$ cat src/rtl/dws_pkg.sv
// Behaviour
// The error code word is read-only, flags data-memory-one banks 2..0 in bits 10..8, data-memory-zero banks 3..0 in bits 7..4, program memories one and zero in bits 3..2 and rate converters one and zero in bits 1..0, and resets to zero.
// A software error copies the 16-bit execute-stage program count into a read-write debug register that resets to zero.
// The watchdog count starts at the programmed start value and steps down by one per prescale interval of core clock cycles.
// Each new-frame jump back to the program start reloads the watchdog count with its start value.
// A watchdog count that reaches zero before a reload raises a watchdog error toward the error manager.
// The watchdog start value is a 13-bit read-write field in the low bits, resetting to zero, upper bits reserved.
// A 4-bit prescale code selects 64 cycles for code 0, doubling per code up to 131072 cycles for code 11, resetting to 0.
// The watchdog timeout in cycles is the prescale interval times the start value.
// One enable bit, resetting to zero, turns block interrupts off (0) or on (1).
// The block counter adds one on each new audio frame start pulse.
// When the block counter reaches the 16-bit block length, a block interrupt is raised and the counter returns to zero.
// The current program counter is readable through two registers, the upper part at index 0xF460.
// The error code word keeps only the first error after a clear and ignores later ones until the clear control toggles.
// The master error flag is sticky, set by an unmasked error and held until software clears it.
// A watchdog mask bit of one stops watchdog errors being reported; zero lets them through.
// Block interrupts arise only while enabled, and prescale codes above 11 act as code 11.
package dws_pkg;

   // Register indices; byte address is four times the index
   localparam logic [15:0] IDX_CLEAR     = 16'hF421;
   localparam logic [15:0] IDX_WD_MASK   = 16'hF424;
   localparam logic [15:0] IDX_FLAG      = 16'hF427;
   localparam logic [15:0] IDX_CODE      = 16'hF428;
   localparam logic [15:0] IDX_EXEC_CNT  = 16'hF432;
   localparam logic [15:0] IDX_WD_START  = 16'hF443;
   localparam logic [15:0] IDX_WD_DIV    = 16'hF444;
   localparam logic [15:0] IDX_BLK_EN    = 16'hF450;
   localparam logic [15:0] IDX_BLK_LEN   = 16'hF451;
   localparam logic [15:0] IDX_PC_HIGH   = 16'hF460;
   localparam logic [15:0] IDX_PC_LOW    = 16'hF461;

   localparam int          ADDR_W        = 18;

   // Field positions and widths
   localparam int          WD_START_W    = 13;
   localparam int          WD_DIV_W      = 4;
   localparam int          FAULT_W       = 11;
   localparam int          POS_CODE_WD   = 12;
   localparam int          POS_CODE_SOFT = 15;
   localparam int          PC_W          = 24;

   // Reset values
   localparam logic [15:0] RST_WORD      = 16'h0000;

   // Prescale: base interval 64 = 1 << 6, top code 11
   localparam int          PRESC_BASE_SH = 6;
   localparam logic [3:0]  PRESC_MAX     = 4'hB;
   localparam int          PRESC_CNT_W   = 17;

   // Watchdog settings handed to the timer
   typedef struct packed {
      logic [WD_START_W-1:0] start_value;
      logic [WD_DIV_W-1:0]   step_code;
   } dws_wd_cfg_t;

   // Hardware fault sources, one pulse each
   typedef struct packed {
      logic [2:0] dmem1_bank;    // banks 2..0
      logic [3:0] dmem0_bank;    // banks 3..0
      logic       progmem_one;
      logic       progmem_zero;
      logic       rate_conv_one;
      logic       rate_conv_zero;
   } dws_fault_t;

endpackage

$ cat src/rtl/dws_wd_timer.sv
`timescale 1ns/100ps
module dws_wd_timer
   import dws_pkg::*;
(
   input  wire logic                  clk,        // Core clock
   input  wire logic                  rst_n,      // Synchronised reset
   input  wire logic                  ce,         // Clock enable
   input  wire logic                  reload,     // New frame start
   input  wire dws_wd_cfg_t           cfg,        // Start value and step code
   output logic [WD_START_W-1:0]      count,      // Current watchdog count
   output logic                       expire      // One-cycle expiry pulse
);

   typedef enum logic [1:0] {WD_IDLE, WD_RUN, WD_EXPIRED} dws_wd_state_t;

   dws_wd_state_t            state_r;
   logic [PRESC_CNT_W-1:0]   pcnt_r;
   logic [3:0]               code_sat;
   logic [PRESC_CNT_W-1:0]   interval_m1;
   logic                     tick;

   // Codes past the top entry saturate so the interval never wraps
   assign code_sat    = (cfg.step_code > PRESC_MAX) ? PRESC_MAX : cfg.step_code;
   // Shift amount is five bits wide: code 11 plus the base shift of six needs them
   assign interval_m1 = PRESC_CNT_W'((18'h00001 << (5'(code_sat) + 5'(PRESC_BASE_SH)))
                                     - 18'h00001);
   assign tick        = (state_r == WD_RUN) && (pcnt_r == interval_m1);

   // Prescale cycle counter, restarted by every reload
   always_ff @(posedge clk or negedge rst_n) begin
      if (!rst_n) begin
         pcnt_r <= '0;
      end else if (ce) begin
         if (reload || tick || state_r != WD_RUN)
            pcnt_r <= '0;
         else
            pcnt_r <= pcnt_r + 1'b1;
      end
   end

   // Down counter; timeout is interval times start value
   always_ff @(posedge clk or negedge rst_n) begin
      if (!rst_n) begin
         state_r <= WD_IDLE;
         count   <= '0;
         expire  <= 1'b0;
      end else if (ce) begin
         expire <= 1'b0;
         if (reload) begin
            count   <= cfg.start_value;
            state_r <= (cfg.start_value != '0) ? WD_RUN : WD_IDLE;
         end else begin
            unique case (state_r)
               WD_IDLE: state_r <= WD_IDLE;
               WD_RUN: begin
                  if (tick) begin
                     count <= count - 1'b1;
                     if (count == 13'h0001) begin
                        expire  <= 1'b1;
                        state_r <= WD_EXPIRED;
                     end
                  end
               end
               WD_EXPIRED: state_r <= WD_EXPIRED;
            endcase
         end
      end
   end

   AST_WD_RELOAD: assert property (@(posedge clk) disable iff (!rst_n)
      ce && reload |=> count == $past(cfg.start_value))
      else $error("watchdog not reloaded with start value");

   AST_WD_EXPIRE: assert property (@(posedge clk) disable iff (!rst_n)
      expire |-> count == 13'h0000 && $past(count) == 13'h0001 && !$past(reload))
      else $error("watchdog expired from wrong count");

   AST_WD_HOLD: assert property (@(posedge clk) disable iff (!rst_n)
      ce && !reload && !tick |=> $stable(count))
      else $error("watchdog count moved without a step");

endmodule

$ cat src/rtl/dws_supervisor.sv
// Implementation choice: the APB interface to the registers.
`timescale 1ns/100ps
module dws_supervisor
   import dws_pkg::*;
(
   input  wire logic                  clk,            // Core clock, 200 MHz
   input  wire logic                  rst_n,          // Asynchronous reset, active low
   input  wire logic                  ce,             // Clock enable, freezes state when low
   // APB slave
   input  wire logic                  psel,           // Slave select
   input  wire logic                  penable,        // Access phase
   input  wire logic                  pwrite,         // Write direction
   input  wire logic [ADDR_W-1:0]     paddr,          // Byte address
   input  wire logic [31:0]           pwdata,         // Write data
   output logic [31:0]                prdata,         // Read data, registered
   output logic                       pready,         // Transfer done
   output logic                       pslverr,        // Unmapped address
   // Core side
   input  wire logic                  frame_start,    // New audio frame pulse
   input  wire logic [PC_W-1:0]       pc_value,       // Current program counter
   input  wire logic [15:0]           exec_pc,        // Execute-stage program count
   input  wire logic                  soft_err,       // Software error pulse
   input  wire dws_fault_t            faults,         // Hardware fault pulses
   output logic                       wd_error,       // Reported watchdog error pulse
   output logic                       block_irq,      // Block interrupt pulse
   output logic                       error_flag,     // Sticky master error flag
   output logic [WD_START_W-1:0]      wd_count        // Watchdog count view
);

   logic [1:0]              rst_pipe_r;
   logic                    rst_sync_n;
   logic                    setup;
   logic                    access;
   logic                    wr_en;
   logic [15:0]             idx;
   logic                    hit;
   logic                    clear_r;
   logic                    clear_evt;
   logic                    wd_mask_r;
   logic [15:0]             code_r;
   logic [15:0]             code_evt;
   logic                    flag_nxt;
   logic [15:0]             exec_cnt_r;
   dws_wd_cfg_t             wd_cfg_r;
   logic                    blk_en_r;
   logic [15:0]             blk_len_r;
   logic [15:0]             blk_cnt_r;
   logic [15:0]             blk_cnt_nxt;
   logic                    wd_expire;
   logic [15:0]             rd_word;

   // Reset release through two flops; assertion stays asynchronous
   always_ff @(posedge clk or negedge rst_n) begin
      if (!rst_n)
         rst_pipe_r <= 2'b00;
      else
         rst_pipe_r <= {rst_pipe_r[0], 1'b1};
   end
   assign rst_sync_n = rst_pipe_r[1];

   // APB decode: word index is the byte address over four
   assign idx    = paddr[ADDR_W-1:2];
   assign setup  = psel && !penable && ce;
   assign access = psel && penable;
   assign hit    = (idx == IDX_CLEAR)    || (idx == IDX_WD_MASK) || (idx == IDX_FLAG)   ||
                   (idx == IDX_CODE)     || (idx == IDX_EXEC_CNT) ||
                   (idx == IDX_WD_START) || (idx == IDX_WD_DIV)  || (idx == IDX_BLK_EN) ||
                   (idx == IDX_BLK_LEN)  || (idx == IDX_PC_HIGH) || (idx == IDX_PC_LOW);
   // Zero wait states, but held off while the clock enable is low
   assign pready  = access && ce;
   assign pslverr = access && ce && !hit;
   assign wr_en   = access && ce && pwrite && hit;

   // Read mux; reserved bits read as zero
   always_comb begin
      rd_word = RST_WORD;
      unique case (1'b1)
         idx == IDX_CLEAR:    rd_word = {15'h0000, clear_r};
         idx == IDX_WD_MASK:  rd_word = {15'h0000, wd_mask_r};
         idx == IDX_FLAG:     rd_word = {15'h0000, error_flag};
         idx == IDX_CODE:     rd_word = code_r;
         idx == IDX_EXEC_CNT: rd_word = exec_cnt_r;
         idx == IDX_WD_START: rd_word = {3'h0, wd_cfg_r.start_value};
         idx == IDX_WD_DIV:   rd_word = {12'h000, wd_cfg_r.step_code};
         idx == IDX_BLK_EN:   rd_word = {15'h0000, blk_en_r};
         idx == IDX_BLK_LEN:  rd_word = blk_len_r;
         idx == IDX_PC_HIGH:  rd_word = {8'h00, pc_value[PC_W-1:16]};
         idx == IDX_PC_LOW:   rd_word = pc_value[15:0];
         default:             rd_word = RST_WORD;
      endcase
   end

   // Read data captured in the setup cycle so it comes from a flop
   always_ff @(posedge clk or negedge rst_sync_n) begin
      if (!rst_sync_n)
         prdata <= 32'h00000000;
      else if (setup)
         prdata <= {16'h0000, rd_word};
   end

   // Plain control registers written by software
   always_ff @(posedge clk or negedge rst_sync_n) begin
      if (!rst_sync_n) begin
         clear_r   <= 1'b0;
         wd_mask_r <= 1'b0;
         wd_cfg_r  <= '0;
         blk_en_r  <= 1'b0;
         blk_len_r <= RST_WORD;
      end else if (wr_en) begin
         if (idx == IDX_CLEAR)    clear_r              <= pwdata[0];
         if (idx == IDX_WD_MASK)  wd_mask_r            <= pwdata[0];
         if (idx == IDX_WD_START) wd_cfg_r.start_value <= pwdata[WD_START_W-1:0];
         if (idx == IDX_WD_DIV)   wd_cfg_r.step_code   <= pwdata[WD_DIV_W-1:0];
         if (idx == IDX_BLK_EN)   blk_en_r             <= pwdata[0];
         if (idx == IDX_BLK_LEN)  blk_len_r            <= pwdata[15:0];
      end
   end

   // A clear is any change of the clear bit, in either direction
   assign clear_evt = wr_en && (idx == IDX_CLEAR) && (pwdata[0] != clear_r);

   // Events reaching the manager; a masked watchdog never shows here
   always_comb begin
      code_evt                = {5'h00, faults};
      code_evt[POS_CODE_WD]   = wd_expire && !wd_mask_r;
      code_evt[POS_CODE_SOFT] = soft_err;
   end

   // First error wins; an event in the clearing cycle is kept, not lost
   always_ff @(posedge clk or negedge rst_sync_n) begin
      if (!rst_sync_n) begin
         code_r <= RST_WORD;
      end else if (ce) begin
         if (code_evt != RST_WORD && (code_r == RST_WORD || clear_evt))
            code_r <= code_evt;
         else if (clear_evt)
            code_r <= RST_WORD;
      end
   end

   // Sticky master flag, set dominates clear
   assign flag_nxt = (code_evt != RST_WORD) || (error_flag && !clear_evt);
   always_ff @(posedge clk or negedge rst_sync_n) begin
      if (!rst_sync_n)
         error_flag <= 1'b0;
      else if (ce)
         error_flag <= flag_nxt;
   end

   // Program count capture; a capture beats a software write
   always_ff @(posedge clk or negedge rst_sync_n) begin
      if (!rst_sync_n)
         exec_cnt_r <= RST_WORD;
      else if (ce && soft_err)
         exec_cnt_r <= exec_pc;
      else if (wr_en && idx == IDX_EXEC_CNT)
         exec_cnt_r <= pwdata[15:0];
   end

   // Watchdog timer reloaded at every frame start
   dws_wd_timer u_wd (
      .clk    (clk),
      .rst_n  (rst_sync_n),
      .ce     (ce),
      .reload (frame_start),
      .cfg    (wd_cfg_r),
      .count  (wd_count),
      .expire (wd_expire)
   );

   // Report the expiry outward unless masked
   always_ff @(posedge clk or negedge rst_sync_n) begin
      if (!rst_sync_n)
         wd_error <= 1'b0;
      else if (ce)
         wd_error <= wd_expire && !wd_mask_r;
   end

   // Block counter; held at zero while disabled so a re-enable starts clean
   assign blk_cnt_nxt = blk_cnt_r + 16'h0001;
   always_ff @(posedge clk or negedge rst_sync_n) begin
      if (!rst_sync_n) begin
         blk_cnt_r <= RST_WORD;
         block_irq <= 1'b0;
      end else if (ce) begin
         block_irq <= 1'b0;
         if (!blk_en_r) begin
            blk_cnt_r <= RST_WORD;
         end else if (frame_start) begin
            if (blk_cnt_nxt == blk_len_r) begin
               blk_cnt_r <= RST_WORD;
               block_irq <= 1'b1;
            end else begin
               blk_cnt_r <= blk_cnt_nxt;
            end
         end
      end
   end

   AST_CODE_FIRST: assert property (@(posedge clk) disable iff (!rst_sync_n)
      ce && code_r != 16'h0000 && !clear_evt |=> $stable(code_r))
      else $error("error code changed without a clear");

   AST_FLAG_STICKY: assert property (@(posedge clk) disable iff (!rst_sync_n)
      ce && error_flag && !clear_evt |=> error_flag)
      else $error("error flag dropped without a clear");

   AST_FLAG_SET: assert property (@(posedge clk) disable iff (!rst_sync_n)
      ce && code_evt != 16'h0000 |=> error_flag && code_r != 16'h0000)
      else $error("error not logged");

   AST_WD_MASKED: assert property (@(posedge clk) disable iff (!rst_sync_n)
      wd_error |-> !$past(wd_mask_r) && $past(wd_expire))
      else $error("watchdog error reported while masked");

   AST_EXEC_CAP: assert property (@(posedge clk) disable iff (!rst_sync_n)
      ce && soft_err |=> exec_cnt_r == $past(exec_pc))
      else $error("execute count not captured");

   AST_BLK_IRQ: assert property (@(posedge clk) disable iff (!rst_sync_n)
      block_irq |-> blk_cnt_r == 16'h0000 && $past(blk_en_r) && $past(frame_start)
                    && $past(blk_cnt_r) + 16'h0001 == $past(blk_len_r))
      else $error("block interrupt at wrong count");

   AST_BLK_COUNT: assert property (@(posedge clk) disable iff (!rst_sync_n)
      ce && blk_en_r && frame_start && blk_cnt_r + 16'h0001 != blk_len_r
      |=> blk_cnt_r == $past(blk_cnt_r) + 16'h0001)
      else $error("block counter did not step");

   AST_APB_UNMAP: assert property (@(posedge clk) disable iff (!rst_sync_n)
      pslverr |-> pready && !hit)
      else $error("error answer on a mapped address");

endmodule

$ cat config.mk
export PLATFORM = sky130hd
export DESIGN_NAME = dws_supervisor
export DESIGN_NICKNAME = d
export VERILOG_FILES = /design/src/rtl/dws_pkg.sv /design/src/rtl/dws_wd_timer.sv /design/src/rtl/dws_supervisor.sv
export SDC_FILE = /design/constraint.sdc
export NUM_CORES = 1
export LEC_CHECK = 0
export ABC_AREA = 1
export BUFFER_PORTS_ARGS = -buffer_cell sky130_fd_sc_hd__buf_2
export CORE_MARGIN = 10
export CORE_UTILIZATION = 51
export CTS_BUF_LIST = sky130_fd_sc_hd__clkbuf_16
export DETAILED_ROUTE_END_ITERATION = 10
export GPL_TIMING_DRIVEN = 0
export HOLD_SLACK_MARGIN = 0.1
export MAX_ROUTING_LAYER = met4
export PLACE_DENSITY = 0.74
export SYNTH_ARGS = -nofsm -noshare
export SYNTH_HDL_FRONTEND = slang
export SYNTH_SLANG_ARGS = --single-unit
$ cat constraint.sdc
create_clock -name clk -period 4.2 [get_ports clk]
set_input_delay 0.21 -clock clk [delete_from_list [all_inputs] [get_ports clk]]
set_output_delay 0.21 -clock clk [all_outputs]
set_load 0.03 [all_outputs]
# Word-level counts from Yosys, hierarchy flattened

Index checks and enable logic that the tools add are counted.

Bits of input ports: 109
Output and inout bits: 50
Bits in registers: 138

$lt $le $gt $ge: 1
Shift-type cells: 1
Reductions and logical operators: 51
Equality and inequality tests: 21
Mux-type cells: 25
Add/subtract/negate cells: 5

Operators by type and width:

| operator                                                                | count |
|---|---|
| 16-bit equality test (second input constant)                            | 11 |
| 16-bit case mux with 11 select lines                                    | 1 |
| 16-bit two-way mux                                                      | 7 |
| 13-bit two-way mux                                                      | 3 |
| 17-bit by 1-bit adder with 17-bit output (second input constant)        | 1 |
| 17-bit equality test                                                    | 1 |
| 17-bit two-way mux                                                      | 1 |
| 1-bit by 5-bit left shift with 17-bit output (first input constant)     | 1 |
| 17-bit by 1-bit subtractor with 17-bit output (second input constant)   | 1 |
| 16-bit by 1-bit adder with 16-bit output (second input constant)        | 1 |
| 16-bit equality test                                                    | 1 |
| 16-bit logical NOT                                                      | 1 |
| 2-bit AND reduction                                                     | 8 |
| 16-bit nonzero test                                                     | 1 |
| 1-bit logical AND                                                       | 15 |
| 1-bit logical OR                                                        | 14 |
| 13-bit by 1-bit equality test with 1-bit output (second input constant) | 1 |
| 13-bit nonzero test                                                     | 1 |
| 13-bit by 1-bit subtractor with 13-bit output (second input constant)   | 1 |
| 1-bit two-way mux                                                       | 8 |
| 2-bit nonzero test                                                      | 4 |
| 2-bit two-way mux                                                       | 3 |
| 2-bit case mux with 3 select lines                                      | 1 |
| 3-bit AND reduction                                                     | 2 |
| other kinds (12)                                                        | 15 |

# Logic depth before layout (Yosys ltp)

Gate-level depths: netlist (run 1).

Depth after elaboration: 18
Gate-level depth with buffers: 16

# Hierarchy

Synthesis (run 1) repeated with hierarchy kept, for this count alone.

Cells, all modules: 1,174
Area total of the unflattened synthesis: 8,473.1 µm²

Modules (own cells, without submodules):

| module         | times used | cells each | area each (µm²) |
|---|---|---|---|
| dws_supervisor | 1          | 817        | 6,089.6 |
| dws_wd_timer   | 1          | 357        | 2,383.5 |

# Least setup slack after synthesis (run 1)

OpenSTA, ideal clock, no wires.

Path kind: register to register
Start: reg blk_cnt_r[0]
End: reg blk_cnt_r[10]
Arrival: 1.777 ns
Required time: 4.084 ns
Period minus slack after synthesis: 1.894 ns
Cell stages (with the launch flop): 14
Path buffers: 1
Path slack: 2.306 ns
Cell sequence: dfrtp_1 ha_1 nand2_2 nor2_4 nand2_1 o21bai_2 nand2_1 nand2_1 nand3_1 nor2_2 nand3_4 buf_6 nand2_1 nand2_1

Longest elaborated chain between the ends: 5

RTL lines:

| element                                      | RTL line              | RTL |
|---|---|---|
| start, declared                              | dws_supervisor.sv:47  | `logic [15:0] blk_cnt_r;` |
| start signal, assigned                       | dws_supervisor.sv:194 | `blk_cnt_r <= blk_cnt_nxt;` |
| 16-bit by 1-bit adder with 16-bit output (*) | dws_supervisor.sv:180 | `assign blk_cnt_nxt = blk_cnt_r + 16'h0001;` |
| 16-bit equality test                         | dws_supervisor.sv:190 | `if (blk_cnt_nxt == blk_len_r) begin` |
| 16-bit two-way mux (*)                       | dws_supervisor.sv:190 |  |
| 16-bit two-way mux (*)                       | dws_supervisor.sv:189 | `end else if (frame_start) begin` |
| 16-bit two-way mux (*)                       | dws_supervisor.sv:187 | `if (!blk_en_r) begin` |

Every way passes the cells marked *; elsewhere a longest branch is shown, timed or not. The select of a mux whose other input is x is not followed.
A chain may end at the register's enable or synchronous reset.

# Worst setup path in the final report (run 1)

Start: reg blk_cnt_r[0]
End: reg blk_cnt_r[14]

The elaborated chain is that of the path after synthesis.

==> results.yml, run 1 <==
global_routing:
  antenna_found_initial: 0
  grt_use_total_pct: 24.7
  grt_pass1_vias: 8337
  grt_overflow: 0
  grt_first_pass_wirelength_mm: 42.2
  grt_max_degree: 71
cells_and_area:
  nNetsFinal: 1493
  n_fill_cell: 1455
  syn_to_final_growth_pct: 22.7
  regArea_sq_um: 3380
  antennaDiodeCount: 0
  multi_input_comb_area_sq_um: 4210
  layout-drive-gt1-share_pct: 17.6
timing:
  finalHoldWorstSlack_ps: 107
  tns_ps: 0
  slew_viol_final: 0
  setup_viol: 0
  worstMarginPinSlew_ps: 853
  period_minus_slack_ps: 2310
  rsz0062_at_grt: "false"
  fin_crit_sh_pct: 55.0
  finalClockSkew_ps: 10.7
  fmax_mhz: 433
  hold_viol: 0
  relSlewSlack_pct: 43.1
die:
  ios: 159
  die_y_um: 148
  fp.dieW_um: 148
  num_rows: 46
  core_area_sq_um: 15900
  start_util_pct: 52.2
  die_area_sq_um: 21800
clocking:
  cts.sinks: 135
  clk_latency_ps: 430
  clock-root-buffer: "clkbuf_16"
  clkTransAtPathRegs_ps: 70
  holdBufCountCts: 33
  clockBufferDepth: 2
  cts_resized: 0
  cts_max_level: 4
  post_cts_buffers: 0
  numCtsBuffers: 17
  cts_tree: "built"
drt:
  drtIter0Drc: 713
  wl_per_cell_um: 16.3
  num_vias: 8514
  first_pass_iters: 5
  routed_wl_mm: 26.1
  route.detailed.drc: 0
  via_per_inst: 5.30
  ant_nets: 0
worst_setup_path:
  crit_type: "reg -> reg"
  slowest_stage: "dfrtp_1"
  arrival_ps: 2640
  cp.required_ps: 4530
  crit_path_cell_trace: "ha_1 > nand2_2 > nor2_4 > nand2_1 > o21bai_2 > nand2_1 > nand2_1 > nand3_1 > nor2_2 > nand3_4 > buf_6 > nand2_1 > nand2_1"
  start_kind: "flip-flop"
  cp-end-kind: "flip-flop"
  slowest_delay_ps: 450
  cpMostUsedCell: "nand2_1"
  crit_fanout: 10
synth:
  synth_top_area_cell: "dfrtp_1"
  synth_cells: 1186
  synth_top_area_share_pct: 40.6
  ys_top_cells_by_area: "dfrtp_1 41%, nand2_1 18%, nand3_1 6.9%"
  syn_area_sq_um: 8330
  yosysWarningCount: 0
  async_flop_share_pct: 100
  synth_flop_cell: "dfrtp_1"
  synth.distinct_cells: 44
  avgSynthCellArea_sq_um: 7.02
  ys_ff_latch: 135
  synth_edf_count: 0
  yosysSeqAreaShare_pct: 40.6
placement:
  place_hpwl_mm: 20.2
  place_congestion: 0.921
  port_buffers: 122
power:
  power.total_uw: 3610
  peakVddDrop_mv: 0.297
  leakagePower_uw: 0.00518
  power_density_nw_per_um2: 353
run_status:
  outcome: "complete, no violations"
hold_path:
  hp-class: "in -> reg"
job:
  cap_viol_max_count: 0
placed cells by master (no fill, tap or decap), drive strengths merged, types with 19 or more instances in the layout:
master | netlist | layout
buf | 37 | 160
nand2 | 405 | 405
o21ai | 111 | 111
dfrtp | 135 | 135
nand4 | 21 | 21
nand3 | 118 | 118
clkbuf | 16 | 33
nor2 | 118 | 118
conb | 2 | 19
inv | 123 | 131
dlygate4sd3 | 0 | 33
sequential cells by signal (all words and copies together) (netlist names), 2 cells and up:
name	count
prdata	16
code_r	13
u_wd.state_r	2
blk_cnt_r	16
u_wd.count	13
wd_cfg_r	17
rst_pipe_r	2
exec_cnt_r	16
blk_len_r	16
u_wd.pcnt_r	17
through the flow:
step,instances,util [%],cell area (sq um),setup WS [ps]
6_report,1607,64.1,10200,1890
5_1_grt,1607,64.1,10200,1630
4_1_cts,1607,64.1,10200,1900
3_5_place_dp,1542,58.3,9300,1910
3_3_place_gp,1541,58.1,9270,-1390
2_1_floorplan,1203,-,8390,160
synthesized netlist by cell type, types with 6 or more instances:
library cell,count
mux2_2,17
xor2_1,10
nor2_1,101
nand4_1,21
nor4_1,6
nor2_4,6
dfrtp_1,135
a21oi_1,14
ha_1,6
nand2_2,7
nand3_1,114
o21ai_0,93
buf_2,8
buf_4,22
o21ai_1,18
nor2_2,11
inv_1,120
nand2_1,396
nor3_1,12
o22ai_1,8
o211ai_1,6
clkbuf_1,16
layout make-up:
| class | count | share of cell area, % |
|---|---|---|
| buffer | 55 | 3.32 |
| clock buffer | 17 | 4.17 |
| clock inverter | 15 | 1.53 |
| inverter | 124 | 4.56 |
| multi-input combinational | 889 | 41.2 |
| sequential | 135 | 33.1 |
| tap | 216 | 2.65 |
| timing repair buffer | 156 | 9.48 |
per-layer routing:
metal	GRT usage (%)	part of all wire, %
met5	-	0
met4	8.62	2.7
met3	4.58	6.9
met2	38.5	46
met1	31.7	45
path summary, 6_finish.rpt:
path	start	endpoint	slack (ps)	cells past startpoint
max	blk_cnt_r[0]	blk_cnt_r[14]	1890	13
max reg2reg	blk_cnt_r[0]	blk_cnt_r[14]	1890	13
min reg2reg	rst_pipe_r[0]	rst_pipe_r[1]	350	0
min	exec_pc[7]	exec_cnt_r[7]	110	4
min in group asynchronous	rst_pipe_r[1]	code_r[10]	450	0
max in group asynchronous	rst_pipe_r[1]	u_wd.pcnt_r[3]	2910	1
kinds of logic (layout without fill, tap and decap cells):
family / Yosys count / after routing / synth area share, %
AOI/OAI and AO/OA: 146 / 146 / 9.38
other: 2 / 19 / 0.0902
DFF: 135 / 135 / 40.6
muxes: 18 / 18 / 2.42
adders and majority gates: 6 / 6 / 0.902
xor gates and xnor gates: 12 / 12 / 1.26
and+or+nand+nor: 688 / 688 / 35.7
buffers and inverters: 179 / 367 / 9.66
power breakdown:
part	switching, uW	leakage (uW)	total (uW)	internal [uW]
combinational	376	0.00326	605	229
sequential	116	0.00164	1540	1420
clock	675	0.000278	1460	789
critical path: cells and delay by family, from the launching register on:
family	cells	cell delay [ps]
and+or+nand+nor	10	1170
DFF	1	450
adders and majority gates	1	220
AOI/OAI and AO/OA	1	170
buffers and inverters	1	170
(Power assumes the default switching activity.)
==> run 2: changes to the inputs <==
clock period = 2 ns   (was 4.2 ns; I/O delays follow)
==> run 2 against run 1 <==
The flow now finishes with violations (negative setup slack). Non-clock buffer count is 53 higher. Hold slack better by 14 ps. Sequential share of layout area is 2.3 points lower. Sequential power grew 110%. Design area grew 7.6%. Critical path depth is 2 higher. First-iteration DRC count is 0.56% lower. Utilization is 4.9 points higher. Power increased by 120%.
==> results.yml, run 2 (synthesis gave the netlist of run 1 again) <==
clocking:
  cts_max_level: 4
  clockBufferDepth: 2
  cts.sinks: 135
  cts_tree: "built"
  clock-root-buffer: "clkbuf_16"
  clkTransAtPathRegs_ps: 60
  clk_latency_ps: 430
  numCtsBuffers: 17
worst_setup_path:
  r2r_slack_ps: -80
  crit_fanout: 7
  crit_type: "reg -> reg"
  cp.required_ps: 2320
  rr_worst_depth: 15
  cp-end-kind: "flip-flop"
  arrival_ps: 2400
  reg2reg_from: "blk_cnt_r[1]"
  start_kind: "flip-flop"
  r2r-end: "blk_cnt_r[0]"
power:
  peakVddDrop_mv: 0.589
  leakagePower_uw: 0.00550
  power.total_uw: 7880
  power_density_nw_per_um2: 717
placement:
  place_congestion: 0.937
  placed_cell_area_sq_um: 9330
  port_buffers: 122
  dp.cells: 1543
  place_hpwl_mm: 20.3
  dp_worst_setup_slack_ps: -286
global_routing:
  grt_overflow: 0
  grt_max_degree: 55
  grt_pass1_vias: 8697
  grt_use_total_pct: 25.6
  grt_first_pass_wirelength_mm: 43.5
  antenna_found_initial: 0
timing:
  fmax_mhz: 480
  rsz0062_at_grt: "true"
  setup_viol: 34
  fin_ws_ps: -83.5
  relSlewSlack_pct: 55.9
  worstMarginPinSlew_ps: 657
  fin_crit_sh_pct: 104
  period_minus_slack_ps: 2080
  tns_ps: -1360
  finalClockSkew_ps: 9.11
  slew_viol_final: 0
  hold_viol: 0
die:
  core_area_sq_um: 15900
  die_y_um: 148
  num_rows: 46
  ios: 159
  start_util_pct: 52.2
  die_area_sq_um: 21800
  fp.dieW_um: 148
drt:
  routed_wl_mm: 27.8
  via_per_inst: 5.37
  first_pass_iters: 5
  ant_nets: 0
  num_vias: 8910
  wl_per_cell_um: 16.7
  route.detailed.drc: 0
  drtIter0Drc: 709
run_status:
  outcome: "finished, violations left"
  violations: "negative setup slack"
hold_path:
  hp-start: "pc_value[12]"
  hp-class: "in -> reg"
  hold_end: "prdata[12]"
  holdPathStages: 5
cells_and_area:
  stdcell_count: 1660
  antennaDiodeCount: 0
  multi_input_comb_area_sq_um: 4410
  final_cell_mix: "376 x nand2_1, 130 x dfrtp_1, 127 x buf_2"
  finalInstanceArea_sq_um: 11000
  layout-drive-gt1-share_pct: 22.0
  n_fill_cell: 1338
  largestRegisters: "u_wd.pcnt_r (17), wd_cfg_r (17)"
  syn_to_final_growth_pct: 32.0
  regArea_sq_um: 3390
  layout_commonest_cell: "nand2_1"
  nNetsFinal: 1546
job:
  cap_viol_max_count: 0
==> run 2: cell types whose count changed in the layout (fill, tap and decap cells not counted), moves of 4 or more <==
cell,previous run,this run
nor2_1,101,95
nand3_1,114,109
buf_6,4,15
nand2_1,396,376
dlygate4sd3_1,33,56
nand2_2,7,23
buf_4,22,41
dfrtp_2,0,4
dfrtp_1,134,130
nor2_4,6,12
==> run 2: layer usage <==
metal | global-route usage (%) | share of wire (%) | up-vias
met4 | 8.47 | 2.5 | 0
met2 | 40.1 | 47 | 405
met5 | - | 0 | -
met1 | 31.2 | 41 | 4163
met3 | 7.36 | 9.3 | 59
li1 | - | - | 4283
==> run 2: power by group <==
group	switching [uW]	internal, uW
clock network	1340	1860
registers	238	2990
logic	862	594
==> run 2: metrics by stage <==
stage                     hold slack, ps  util [%]
final                                121      68.9
after global routing                 124      68.9
after CTS                            104      67.0
after detailed placement            -113      58.5
after global placement              -114      58.2
after floorplan                     -196         -
==> run 2: area by class of cell <==
type                            instances  area share (%)
Timing Repair Buffer                  210            13.7
Sequential cell                       135            30.8
Tap cell                              216            2.46
Multi-Input combinational cell        889            40.2
Clock inverter                         15            1.54
Buffer                                 54            3.23
Inverter                              124            4.24
Clock buffer                           17            3.87
==> run 2: critical path, stage by stage (launching register included) <==
cell and delay, ps:
dfrtp_1 410, ha_4 170, nand2_4 70, nor2_4 230, nand3_2 110, nand2_2 100
nand2_2 60, nand2_1 70, nand2_1 50, inv_1 70, nand2_2 70, nor2_4 130
nand3_4 140, buf_6 170, nand2_1 60, nand2_1 50
==> run 2: worst max path at each step <==
stage | start | to | slack [ps] | depth (start not counted)
floorplan | blk_cnt_r[0] | blk_cnt_r[10] | 110 | 13
global placement | blk_cnt_r[0] | blk_cnt_r[15] | -260 | 13
detailed placement | blk_cnt_r[0] | blk_cnt_r[1] | -290 | 13
CTS | blk_cnt_r[1] | blk_cnt_r[2] | -20 | 15
global route | blk_cnt_r[1] | blk_cnt_r[0] | -230 | 13
finish | blk_cnt_r[1] | blk_cnt_r[0] | -80 | 15
==> run 2: repair_timing <==
| action | CTS | global route |
|---|---|---|
| hold buffers | 56 | 0 |
| gates cloned | 1 | 3 |
| buffers inserted | 13 | 13 |
| setup endpoints to repair | 41 | 51 |
| resized for setup | 26 | 53 |
| hold endpoints to repair | 68 | 0 |
| pin swaps | 11 | 16 |
